**src/common/rf_tuning_params.svh**
```systemverilog
// Offsets, field positions, masks and reset values of the RF front-end tuning bank.
// Assumes byte addresses on a 32-bit AXI4-Lite bus, one aligned word per register.
`ifndef RF_TUNING_PARAMS_SVH
`define RF_TUNING_PARAMS_SVH

// Register byte offsets.
`define SHAPE_ADDR 12'h128
`define TEST_ADDR 12'h1fc
`define PHASE_ADDR 12'h208
`define COARSE_ADDR 12'h120

// Writable bits of each register; all other bits read as zero.
`define SHAPE_MASK 32'h1f02_0fff
`define TEST_MASK 32'h07ff_ffdf
`define PHASE_MASK 32'h0f37_3773
`define COARSE_MASK 32'h0000_007f

// Reset values.
`define SHAPE_RST 32'h0000_0000
`define TEST_RST 32'h0050_000a
`define PHASE_RST 32'h0000_0000
`define COARSE_RST 32'h0000_0000
`define ILOAD_RST 4'ha

// Field positions.
`define RESID_LSB 24
`define BYPASS_BIT 17
`define SLEW_LSB 8
`define FALL_LSB 4
`define RISE_LSB 0
`define ILOAD_LSB 19
`define CREF_BIT 0
`define FSIGN_BIT 27
`define FSTEP_LSB 24
`define COARSE_LSB 0

// Phase arithmetic in 5-degree units: one coarse step is nine fine steps.
`define COARSE_MULT 8'd9
`define PHASE_STEPS 8'd72

// AXI response codes.
`define RESP_OKAY 2'b00
`define RESP_SLVERR 2'b10

`endif

```
**src/common/rf_tuning_pkg.sv**
```systemverilog
// Types shared by the RF front-end tuning bank.
// Assumes the constants header is included beside it.
`default_nettype none
package rf_tuning_pkg;

	// Transmitter shaping settings as driven to the analog side.
	typedef struct packed {
		logic [4:0] overshoot_residual_level;
		logic shaping_bypass;
		logic [3:0] shunt_slew_setting;
		logic [3:0] fall_edge_time_constant;
		logic [3:0] rise_edge_time_constant;
	} tx_shape_t;

	// Clock phase settings; total is in 5-degree units, 0 to 71.
	typedef struct packed {
		logic [2:0] coarse_phase_step;
		logic fine_phase_sign;
		logic [2:0] fine_phase_step;
		logic [6:0] total_phase;
	} phase_cfg_t;

	// Register selected by an address.
	typedef enum logic [2:0] {SEL_NONE, SEL_SHAPE, SEL_TEST, SEL_PHASE, SEL_COARSE} reg_sel_t;

	// Write channel state.
	typedef enum logic {WR_COLLECT, WR_RESP} wr_state_t;

endpackage
`default_nettype wire

```
**src/design/rf_frontend_tuning_regs.sv**
```systemverilog
// Register bank for the RF front-end: transmitter shaping, load and clock phase settings.
// Assumes an AXI4-Lite master on the same clock and static analog consumers of the outputs.
//
// The AXI4-Lite interface to the registers was left to the implementer.
`timescale 1ns/1ps
`default_nettype none
`include "rf_tuning_params.svh"

// Operation
// - Five-bit residual carrier level, bits 28:24.
// - Bit 17 bypasses switched-capacitor shaping.
// - Four-bit shunt regulator slew, bits 11:8.
// - Falling time constant 7:4, only when bypassed.
// - Rising time constant 3:0, only when bypassed.
// - Load current setting 22:19, resets to A.
// - Test bit 0 selects driver-supply carrier reference.
// - Phase bit 27 gives fine offset sign.
// - Fine offset 26:24, 5-degree steps, 0 off.
// - Coarse phase is eight 45-degree steps.
module rf_frontend_tuning_regs #(
	parameter int ADDR_W = 12
) (
	input wire logic CORE_CLK_IN,
	input wire logic NRST_IN,
	input wire logic [ADDR_W-1:0] AWADDR_IN,
	input wire logic AWVALID_IN,
	output logic AWREADY_OUT,
	input wire logic [31:0] WDATA_IN,
	input wire logic [3:0] WSTRB_IN,
	input wire logic WVALID_IN,
	output logic WREADY_OUT,
	output logic [1:0] BRESP_OUT,
	output logic BVALID_OUT,
	input wire logic BREADY_IN,
	input wire logic [ADDR_W-1:0] ARADDR_IN,
	input wire logic ARVALID_IN,
	output logic ARREADY_OUT,
	output logic [31:0] RDATA_OUT,
	output logic [1:0] RRESP_OUT,
	output logic RVALID_OUT,
	input wire logic RREADY_IN,
	output rf_tuning_pkg::tx_shape_t TX_SHAPE_OUT,
	output logic [3:0] ILOAD_OUT,
	output logic CARRIER_REF_OUT,
	output rf_tuning_pkg::phase_cfg_t PHASE_OUT
);
	import rf_tuning_pkg::*;

	// ****************************************
	// Elaboration checks
	// ****************************************

	// The decoder needs the full twelve-bit offset space.
	if (ADDR_W < 12 || ADDR_W > 32) begin : g_bad_addr
		$error("ADDR_W must lie between 12 and 32.");
	end

	// ****************************************
	// Declarations
	// ****************************************

	wr_state_t wr_state_ff, nxt_wr_state; // Write channel state.
	logic aw_have_ff, nxt_aw_have; // Write address held.
	logic w_have_ff, nxt_w_have; // Write data held.
	logic [ADDR_W-1:0] waddr_ff, nxt_waddr; // Held write address.
	logic [31:0] wdata_ff, nxt_wdata; // Held write data.
	logic [3:0] wstrb_ff, nxt_wstrb; // Held byte strobes.
	logic awready_ff, nxt_awready; // Address ready.
	logic wready_ff, nxt_wready; // Data ready.
	logic bvalid_ff, nxt_bvalid; // Response valid.
	logic [1:0] bresp_ff, nxt_bresp; // Response code.
	logic wr_do; // Write is applied in this cycle.
	reg_sel_t wr_sel; // Register targeted by the held write.
	logic arready_ff, nxt_arready; // Read address ready.
	logic rvalid_ff, nxt_rvalid; // Read data valid.
	logic [31:0] rdata_ff, nxt_rdata; // Read data.
	logic [1:0] rresp_ff, nxt_rresp; // Read response code.
	reg_sel_t rd_sel_ff, nxt_rd_sel; // Register of the pending read.
	reg_sel_t ar_sel; // Register addressed on the read channel.
	logic [31:0] shape_ff, nxt_shape; // Shaping control register.
	logic [31:0] test_ff, nxt_test; // Analog test register.
	logic [31:0] phase_ff, nxt_phase; // Phase init register.
	logic [31:0] coarse_ff, nxt_coarse; // Coarse phase register.
	logic [31:0] byte_mask; // Strobes widened to bits.
	tx_shape_t tx_shape_ff, nxt_tx_shape; // Shaping outputs.
	phase_cfg_t phase_out_ff, nxt_phase_out; // Phase outputs.
	logic [3:0] iload_ff, nxt_iload; // Load current output.
	logic cref_ff, nxt_cref; // Carrier reference output.
	logic [7:0] base_ph; // Coarse phase in fine units.
	logic [7:0] fine_ph; // Fine offset in fine units.
	logic [7:0] sum_ph; // Wrapped total phase.

	// ****************************************
	// Address decode
	// ****************************************

	// Maps a byte address to a register; unaligned or unknown addresses give none.
	function automatic reg_sel_t decode(input logic [ADDR_W-1:0] a);
		reg_sel_t s;
		s = SEL_NONE;
		if ((a >> 12) == '0) begin
			case (a[11:0])
				`SHAPE_ADDR: s = SEL_SHAPE;
				`TEST_ADDR: s = SEL_TEST;
				`PHASE_ADDR: s = SEL_PHASE;
				`COARSE_ADDR: s = SEL_COARSE;
				default: s = SEL_NONE;
			endcase
		end
		return s;
	endfunction

	assign wr_sel = decode(waddr_ff);
	assign ar_sel = decode(ARADDR_IN);

	// ****************************************
	// Write channel
	// ****************************************

	// The write lands one cycle after both address and data are held.
	assign wr_do = (wr_state_ff == WR_COLLECT) && aw_have_ff && w_have_ff;

	// Address and data are taken in either order and held until the write lands.
	always_comb begin
		nxt_wr_state = wr_state_ff;
		nxt_aw_have = aw_have_ff;
		nxt_w_have = w_have_ff;
		nxt_waddr = waddr_ff;
		nxt_wdata = wdata_ff;
		nxt_wstrb = wstrb_ff;
		nxt_bvalid = bvalid_ff;
		nxt_bresp = bresp_ff;
		case (wr_state_ff)
			WR_COLLECT: begin
				if (AWVALID_IN && awready_ff) begin
					nxt_aw_have = 1'b1;
					nxt_waddr = AWADDR_IN;
				end
				if (WVALID_IN && wready_ff) begin
					nxt_w_have = 1'b1;
					nxt_wdata = WDATA_IN;
					nxt_wstrb = WSTRB_IN;
				end
				if (wr_do) begin
					// Unknown offsets are answered with an error and change nothing.
					nxt_aw_have = 1'b0;
					nxt_w_have = 1'b0;
					nxt_bvalid = 1'b1;
					nxt_bresp = (wr_sel == SEL_NONE) ? `RESP_SLVERR : `RESP_OKAY;
					nxt_wr_state = WR_RESP;
				end
			end
			WR_RESP: begin
				if (BREADY_IN) begin
					nxt_bvalid = 1'b0;
					nxt_wr_state = WR_COLLECT;
				end
			end
			default: begin
				nxt_wr_state = WR_COLLECT;
			end
		endcase
		// Ready only while the slot is free, so one write at most is under way.
		nxt_awready = (nxt_wr_state == WR_COLLECT) && !nxt_aw_have;
		nxt_wready = (nxt_wr_state == WR_COLLECT) && !nxt_w_have;
	end

	// Registers the write channel.
	always_ff @(posedge CORE_CLK_IN or negedge NRST_IN) begin
		if (!NRST_IN) begin
			wr_state_ff <= WR_COLLECT;
			aw_have_ff <= 1'b0;
			w_have_ff <= 1'b0;
			waddr_ff <= '0;
			wdata_ff <= 32'h0000_0000;
			wstrb_ff <= 4'h0;
			awready_ff <= 1'b0;
			wready_ff <= 1'b0;
			bvalid_ff <= 1'b0;
			bresp_ff <= `RESP_OKAY;
		end else begin
			wr_state_ff <= nxt_wr_state;
			aw_have_ff <= nxt_aw_have;
			w_have_ff <= nxt_w_have;
			waddr_ff <= nxt_waddr;
			wdata_ff <= nxt_wdata;
			wstrb_ff <= nxt_wstrb;
			awready_ff <= nxt_awready;
			wready_ff <= nxt_wready;
			bvalid_ff <= nxt_bvalid;
			bresp_ff <= nxt_bresp;
		end
	end

	// ****************************************
	// Register file
	// ****************************************

	assign byte_mask = {{8{wstrb_ff[3]}}, {8{wstrb_ff[2]}}, {8{wstrb_ff[1]}}, {8{wstrb_ff[0]}}};

	// Only writable bits change; reserved read-only bits stay zero.
	always_comb begin
		nxt_shape = shape_ff;
		nxt_test = test_ff;
		nxt_phase = phase_ff;
		nxt_coarse = coarse_ff;
		if (wr_do) begin
			case (wr_sel)
				SEL_SHAPE: begin
					nxt_shape = (shape_ff & ~(byte_mask & `SHAPE_MASK)) | (wdata_ff & byte_mask & `SHAPE_MASK);
				end
				SEL_TEST: begin
					nxt_test = (test_ff & ~(byte_mask & `TEST_MASK)) | (wdata_ff & byte_mask & `TEST_MASK);
				end
				SEL_PHASE: begin
					nxt_phase = (phase_ff & ~(byte_mask & `PHASE_MASK)) | (wdata_ff & byte_mask & `PHASE_MASK);
				end
				SEL_COARSE: begin
					nxt_coarse = (coarse_ff & ~(byte_mask & `COARSE_MASK)) | (wdata_ff & byte_mask & `COARSE_MASK);
				end
				default: begin
					nxt_shape = shape_ff;
				end
			endcase
		end
	end

	// Registers the bank; the load setting comes up at its nonzero default.
	always_ff @(posedge CORE_CLK_IN or negedge NRST_IN) begin
		if (!NRST_IN) begin
			shape_ff <= `SHAPE_RST;
			test_ff <= `TEST_RST;
			phase_ff <= `PHASE_RST;
			coarse_ff <= `COARSE_RST;
		end else begin
			shape_ff <= nxt_shape;
			test_ff <= nxt_test;
			phase_ff <= nxt_phase;
			coarse_ff <= nxt_coarse;
		end
	end

	// ****************************************
	// Read channel
	// ****************************************

	// A read is answered the cycle after its address is taken; unknown offsets give an error and zero.
	always_comb begin
		nxt_arready = arready_ff;
		nxt_rvalid = rvalid_ff;
		nxt_rdata = rdata_ff;
		nxt_rresp = rresp_ff;
		nxt_rd_sel = rd_sel_ff;
		if (rvalid_ff) begin
			if (RREADY_IN) begin
				nxt_rvalid = 1'b0;
				nxt_arready = 1'b1;
			end
		end else if (ARVALID_IN && arready_ff) begin
			nxt_arready = 1'b0;
			nxt_rvalid = 1'b1;
			nxt_rd_sel = ar_sel;
			nxt_rresp = `RESP_OKAY;
			case (ar_sel)
				SEL_SHAPE: nxt_rdata = shape_ff;
				SEL_TEST: nxt_rdata = test_ff;
				SEL_PHASE: nxt_rdata = phase_ff;
				SEL_COARSE: nxt_rdata = coarse_ff;
				default: begin
					nxt_rdata = 32'h0000_0000;
					nxt_rresp = `RESP_SLVERR;
				end
			endcase
		end else begin
			nxt_arready = 1'b1;
		end
	end

	// Registers the read channel.
	always_ff @(posedge CORE_CLK_IN or negedge NRST_IN) begin
		if (!NRST_IN) begin
			arready_ff <= 1'b0;
			rvalid_ff <= 1'b0;
			rdata_ff <= 32'h0000_0000;
			rresp_ff <= `RESP_OKAY;
			rd_sel_ff <= SEL_NONE;
		end else begin
			arready_ff <= nxt_arready;
			rvalid_ff <= nxt_rvalid;
			rdata_ff <= nxt_rdata;
			rresp_ff <= nxt_rresp;
			rd_sel_ff <= nxt_rd_sel;
		end
	end

	// ****************************************
	// Analog settings
	// ****************************************

	// Time constants reach the transmitter only under bypass, else zero.
	// The outputs trail the bank by one cycle, which keeps every output on a flip-flop.
	always_comb begin
		nxt_tx_shape.overshoot_residual_level = shape_ff[`RESID_LSB +: 5];
		nxt_tx_shape.shaping_bypass = shape_ff[`BYPASS_BIT];
		nxt_tx_shape.shunt_slew_setting = shape_ff[`SLEW_LSB +: 4];
		nxt_tx_shape.fall_edge_time_constant = shape_ff[`BYPASS_BIT] ? shape_ff[`FALL_LSB +: 4] : 4'h0;
		nxt_tx_shape.rise_edge_time_constant = shape_ff[`BYPASS_BIT] ? shape_ff[`RISE_LSB +: 4] : 4'h0;
		nxt_iload = test_ff[`ILOAD_LSB +: 4];
		nxt_cref = test_ff[`CREF_BIT];
	end

	// Total phase: coarse times nine, plus or minus the fine code, wrapped at one turn.
	// Codes five to seven are served as written; software is expected to keep clear of them.
	always_comb begin
		base_ph = {5'h00, coarse_ff[`COARSE_LSB +: 3]} * `COARSE_MULT;
		fine_ph = {5'h00, phase_ff[`FSTEP_LSB +: 3]};
		sum_ph = base_ph;
		if (!phase_ff[`FSIGN_BIT]) begin
			sum_ph = base_ph + fine_ph;
			if (sum_ph >= `PHASE_STEPS) begin
				sum_ph = sum_ph - `PHASE_STEPS;
			end
		end else if (base_ph >= fine_ph) begin
			sum_ph = base_ph - fine_ph;
		end else begin
			sum_ph = base_ph + `PHASE_STEPS - fine_ph;
		end
		nxt_phase_out.coarse_phase_step = coarse_ff[`COARSE_LSB +: 3];
		nxt_phase_out.fine_phase_sign = phase_ff[`FSIGN_BIT];
		nxt_phase_out.fine_phase_step = phase_ff[`FSTEP_LSB +: 3];
		nxt_phase_out.total_phase = sum_ph[6:0];
	end

	// Registers the analog outputs.
	always_ff @(posedge CORE_CLK_IN or negedge NRST_IN) begin
		if (!NRST_IN) begin
			tx_shape_ff <= '0;
			phase_out_ff <= '0;
			iload_ff <= `ILOAD_RST;
			cref_ff <= 1'b0;
		end else begin
			tx_shape_ff <= nxt_tx_shape;
			phase_out_ff <= nxt_phase_out;
			iload_ff <= nxt_iload;
			cref_ff <= nxt_cref;
		end
	end

	// ****************************************
	// Outputs
	// ****************************************

	assign AWREADY_OUT = awready_ff;
	assign WREADY_OUT = wready_ff;
	assign BVALID_OUT = bvalid_ff;
	assign BRESP_OUT = bresp_ff;
	assign ARREADY_OUT = arready_ff;
	assign RVALID_OUT = rvalid_ff;
	assign RDATA_OUT = rdata_ff;
	assign RRESP_OUT = rresp_ff;
	assign TX_SHAPE_OUT = tx_shape_ff;
	assign PHASE_OUT = phase_out_ff;
	assign ILOAD_OUT = iload_ff;
	assign CARRIER_REF_OUT = cref_ff;

	// ****************************************
	// Assertions
	// ****************************************

	a_resid_write: assert property (@(posedge CORE_CLK_IN) disable iff (!NRST_IN)
		wr_do && wr_sel == SEL_SHAPE && wstrb_ff[3]
		|-> ##2 TX_SHAPE_OUT.overshoot_residual_level == $past(wdata_ff[`RESID_LSB +: 5], 2))
		else $error("Residual level did not follow the write.");

	a_bypass_write: assert property (@(posedge CORE_CLK_IN) disable iff (!NRST_IN)
		wr_do && wr_sel == SEL_SHAPE && wstrb_ff[2]
		|-> ##2 TX_SHAPE_OUT.shaping_bypass == $past(wdata_ff[`BYPASS_BIT], 2))
		else $error("Bypass bit did not follow the write.");

	a_slew_write: assert property (@(posedge CORE_CLK_IN) disable iff (!NRST_IN)
		wr_do && wr_sel == SEL_SHAPE && wstrb_ff[1]
		|-> ##2 TX_SHAPE_OUT.shunt_slew_setting == $past(wdata_ff[`SLEW_LSB +: 4], 2))
		else $error("Slew setting did not follow the write.");

	a_fall_gated: assert property (@(posedge CORE_CLK_IN) disable iff (!NRST_IN)
		!TX_SHAPE_OUT.shaping_bypass |-> TX_SHAPE_OUT.fall_edge_time_constant == 4'h0)
		else $error("Falling time constant driven without bypass.");

	a_rise_gated: assert property (@(posedge CORE_CLK_IN) disable iff (!NRST_IN)
		TX_SHAPE_OUT.shaping_bypass |-> TX_SHAPE_OUT.rise_edge_time_constant == $past(shape_ff[`RISE_LSB +: 4]))
		else $error("Rising time constant lost under bypass.");

	a_iload_write: assert property (@(posedge CORE_CLK_IN) disable iff (!NRST_IN)
		wr_do && wr_sel == SEL_TEST && wstrb_ff[2]
		|-> ##2 ILOAD_OUT == $past(wdata_ff[`ILOAD_LSB +: 4], 2))
		else $error("Load setting did not follow the write.");

	a_cref_write: assert property (@(posedge CORE_CLK_IN) disable iff (!NRST_IN)
		wr_do && wr_sel == SEL_TEST && wstrb_ff[0]
		|-> ##2 CARRIER_REF_OUT == $past(wdata_ff[`CREF_BIT], 2))
		else $error("Carrier reference bit did not follow the write.");

	a_fine_off: assert property (@(posedge CORE_CLK_IN) disable iff (!NRST_IN)
		PHASE_OUT.fine_phase_step == 3'h0
		|-> PHASE_OUT.total_phase == 7'({5'h00, PHASE_OUT.coarse_phase_step} * `COARSE_MULT))
		else $error("Fine code zero changed the phase.");

	a_fine_sign: assert property (@(posedge CORE_CLK_IN) disable iff (!NRST_IN)
		PHASE_OUT.fine_phase_sign && PHASE_OUT.coarse_phase_step != 3'h0 && PHASE_OUT.fine_phase_step != 3'h0
		|-> PHASE_OUT.total_phase < 7'({5'h00, PHASE_OUT.coarse_phase_step} * `COARSE_MULT))
		else $error("Negative fine offset did not lower the phase.");

	a_reserved_zero: assert property (@(posedge CORE_CLK_IN) disable iff (!NRST_IN)
		RVALID_OUT && rd_sel_ff == SEL_SHAPE |-> (RDATA_OUT & ~`SHAPE_MASK) == 32'h0000_0000)
		else $error("Reserved shaping bits read nonzero.");

endmodule
`default_nettype wire

```
**config.mk**
```make
export PLATFORM = sky130hd
export DESIGN_NAME = rf_frontend_tuning_regs
export DESIGN_NICKNAME = d
export VERILOG_FILES = /design/src/common/rf_tuning_pkg.sv /design/src/design/rf_frontend_tuning_regs.sv
export VERILOG_INCLUDE_DIRS = /design/src /design/src/common
export SDC_FILE = /design/constraint.sdc
export NUM_CORES = 1
export LEC_CHECK = 0
export ABC_AREA = 1
export BUFFER_PORTS_ARGS = -buffer_cell sky130_fd_sc_hd__clkbuf_2
export CAP_MARGIN = 10
export CORE_MARGIN = 2
export CORE_UTILIZATION = 50
export DETAILED_ROUTE_END_ITERATION = 10
export PLACE_DENSITY = 0.76
export SLEW_MARGIN = 20
export SYNTH_ARGS = -nofsm -noshare
export SYNTH_HDL_FRONTEND = slang
export SYNTH_SLANG_ARGS = --single-unit
```
**constraint.sdc**
```tcl
create_clock -name CORE_CLK_IN -period 2.7 [get_ports CORE_CLK_IN]
set_input_delay 0.54 -clock CORE_CLK_IN [delete_from_list [all_inputs] [get_ports CORE_CLK_IN]]
set_output_delay 0.54 -clock CORE_CLK_IN [all_outputs]
set_load 0.01 [all_outputs]
```
==> metrics.md <==
| Metric | Value |
|---|---|
| PostCTS Resize Cnt | 0 |
| Seq cells post-synth | 191 |
| Dominant register cell in the synthesized netlist | dfrtp_1 |
| Critical Path AT | 2770 ps |
| Final-report setup violation count | 0 |
| Setup Slack @ Placement | 275 ps |
| CTS root buf | clkbuf_16 |
| Final net count | 1110 |
| Fin crit share | 0.908 |
| Net Switching | 2.30 mW |
| Detailed placement HPWL | 13100 um |
| RSZ-0062 raised after global routing | no |
| Clock transition at path regs | 70 ps |
| Synth Area in Adders | 0.0316 |
| Synth Area in Compound Gates | 0.100 |
| Most instantiated cells after synthesis | nand2_1 (262), dfrtp_1 (185), inv_1 (80), o21ai_0 (73), nor2_1 (53) |
| Required @ worst endpoint | 3020 ps |
| Routed via count | 6329 |
| H-tree depth | 4 |
| Total design power | 7.56 mW |
| Drt total wl | 18500 um |
| Setup TNS | 0 ps |
| Total I/O pin count | 145 |
| DRT antenna net count | 0 |
| Status | complete, no violations |
| Crit path time final | 2450 ps |
| Synth Area in Simple Gates | 0.206 |
| Synth top area share | 0.572 |
| Max Fclk | 408 MHz |
| Count leader, synth | nand2_1 |
| Pint | 5.26 mW |
| Setup Buffers After CTS | 0 |
| Post-synthesis to final-layout area growth | 19.6% |
| Pleak | 5.20 nW |
| Yosys warning count | 0 |
| Synth cell types | 40 |
| Sequential share of the synthesized area | 0.592 |
| Total track usage | 0.228 |
| Antenna violations before repair | 0 |
| Crit path max fanout | 11 |
| Clk buf depth | 2 |
| Synthesized area | 8090 um^2 |
| Largest family of logic cells by synthesized area | simple AND/OR/NAND/NOR gates |
| Async S/R FF share, synth | 1.00 |
| Post-Synth XOR/XNOR Area | 0.00325 |
| Row count | 46 |
| Ratio of cells with drive above 1 in the final layout | 0.201 |
| Number of buffers created by CTS | 17 |
| Gate Count Post-Synth | 883 |
| Worst VDD drop | 0.000544 V |
| Footprint of the multi-input gates | 2860 um^2 |
| Largest net degree at the start of global routing | 68 |
| Multiplexer share of the synthesized area | 0.00820 |
| DRT Pass-1 Iters | 5 |
| Clk Latency, worst-skew pair | 430 ps |
| First-pass GRT wire length | 31200 um |
| Clock Power Share | 0.345 |
| Crit end category | register |
| Combinational Power Share | 0.186 |
| Sw frac | 0.304 |
| # DRC | 0 |
| Measured slew at the worst slew-check pin | 844 ps |
| WL/cell | 14.8 um |
| Global placement routability congestion | 0.794 |
| Horiz. Die Dim | 131 um |
| Die Height | 131 um |
| Ranking of synthesized cells by area | dfrtp_1 (57%), nand2_1 (12%), o21ai_0 (4.5%) |
| Synth area leader | dfrtp_1 |
| Port bufs | 136 |
| Antenna diode count | 0 |
| Min-delay worst type | in2async |
| Seq. cell area | 4790 um^2 |
| Setup slack after layout | 248 ps |
| Post-DR vias/cell | 5.05 |
| Pwr per Cell Area | 781 nW/um^2 |
| Max_slew headroom | 0.436 |
| # fillers | 1338 |
| Pins Over Slew Limit | 0 |
| Core footprint | 15800 um^2 |
| Post-synth EDFFs | 0 |
| GRT overflow | 0 |
| Starting Density | 0.511 |
| TritonCTS clock tree | done |
| Sink Count | 191 |
| Setup Skew | 7.10 ps |
| Fin. Hold Viols | 0 |
| Vias in the first global route | 6250 |
| Syn avg cell area | 9.16 um^2 |
| Initial DRC count | 541 |
| Maxcap violations | 0 |
| CP startpoint kind | register |
| WS Path Type | reg2reg |
| Flop pwr share | 0.469 |
| Hold Buf Count CTS | 0 |
| Die ar. | 17200 um^2 |
## power by group through the flow
stage                     sequential, mW  clock, mW  combinational [mW]
final                               3.54       2.60                1.41
after global placement              3.58          0                1.37
after floorplan                     3.57          0               0.926
after global routing                3.60       2.77                1.62
after CTS                           3.54       2.63                1.43
after detailed placement            3.59          0                1.42
## layout by cell type (no fill, tap or decap), types with 11 or more instances in the layout
| cell type | n |
|---|---|
| buf_4 | 12 |
| inv_1 | 80 |
| nor2_1 | 53 |
| nand4_1 | 11 |
| clkbuf_16 | 17 |
| nand2_1 | 262 |
| clkbuf_2 | 135 |
| a21oi_1 | 43 |
| nand3_1 | 46 |
| o21ai_0 | 73 |
| dfrtp_1 | 185 |
| o21ai_1 | 23 |
| ha_1 | 14 |
## worst max-delay path, stage by stage, from the launching register on
cell	delay, ps
dfrtp_1	570
ha_1	270
inv_1	70
fa_1	410
nand3b_1	200
nand2_1	100
nand2_1	70
nand2_1	120
ha_1	170
inv_1	40
o21ai_0	150
nand2_1	80
nand2_1	60
nand2_1	50
## final timing paths
check / to / start / depth (start not counted) / slack (ps)
max in group asynchronous: async pin / NRST_IN / 2 / 1900
min in group CORE_CLK_IN: waddr_ff[1] / AWADDR_IN[1] / 3 / 300
worst max register to register: PHASE_OUT[5] / register / 13 / 250
worst max-delay path: PHASE_OUT[5] / register / 13 / 250
worst min register to register: ILOAD_OUT[3] / register / 0 / 380
worst min-delay path: ARREADY_OUT / NRST_IN / 1 / 110
## per-layer routing
layer	up-vias	track usage	routed length [um]
li1	3119	-	-
met3	21	0.0505	1060
met4	0	0.0737	252
met5	-	0	0
met1	3024	0.295	8010
met2	165	0.383	9230
## layout make-up
cell class	instances	area share
flip-flops and latches	191	0.495
clock buffers	21	0.0476
multi-input cells	579	0.295
clock inverters	11	0.0159
repair buffers	150	0.0847
well taps	216	0.0279
inverters	86	0.0334
## stage by stage
step	hold slack, ps	cells	utilization	instance area [um^2]
after global placement	370	1222	0.572	9060
after global routing	160	1254	0.611	9670
after floorplan	244	887	-	8100
after CTS	129	1254	0.611	9670
after detailed placement	369	1222	0.572	9060
final	111	1254	0.611	9670
## cell families after synthesis
logic type	Yosys count
AOI/OAI and AO/OA	154
xor gates and xnor gates	3
adders and majority gates	18
buffers and inverters	117
DFF	191
muxes	6
other	1
and+or+nand+nor	393
(Power assumes the default switching activity.)
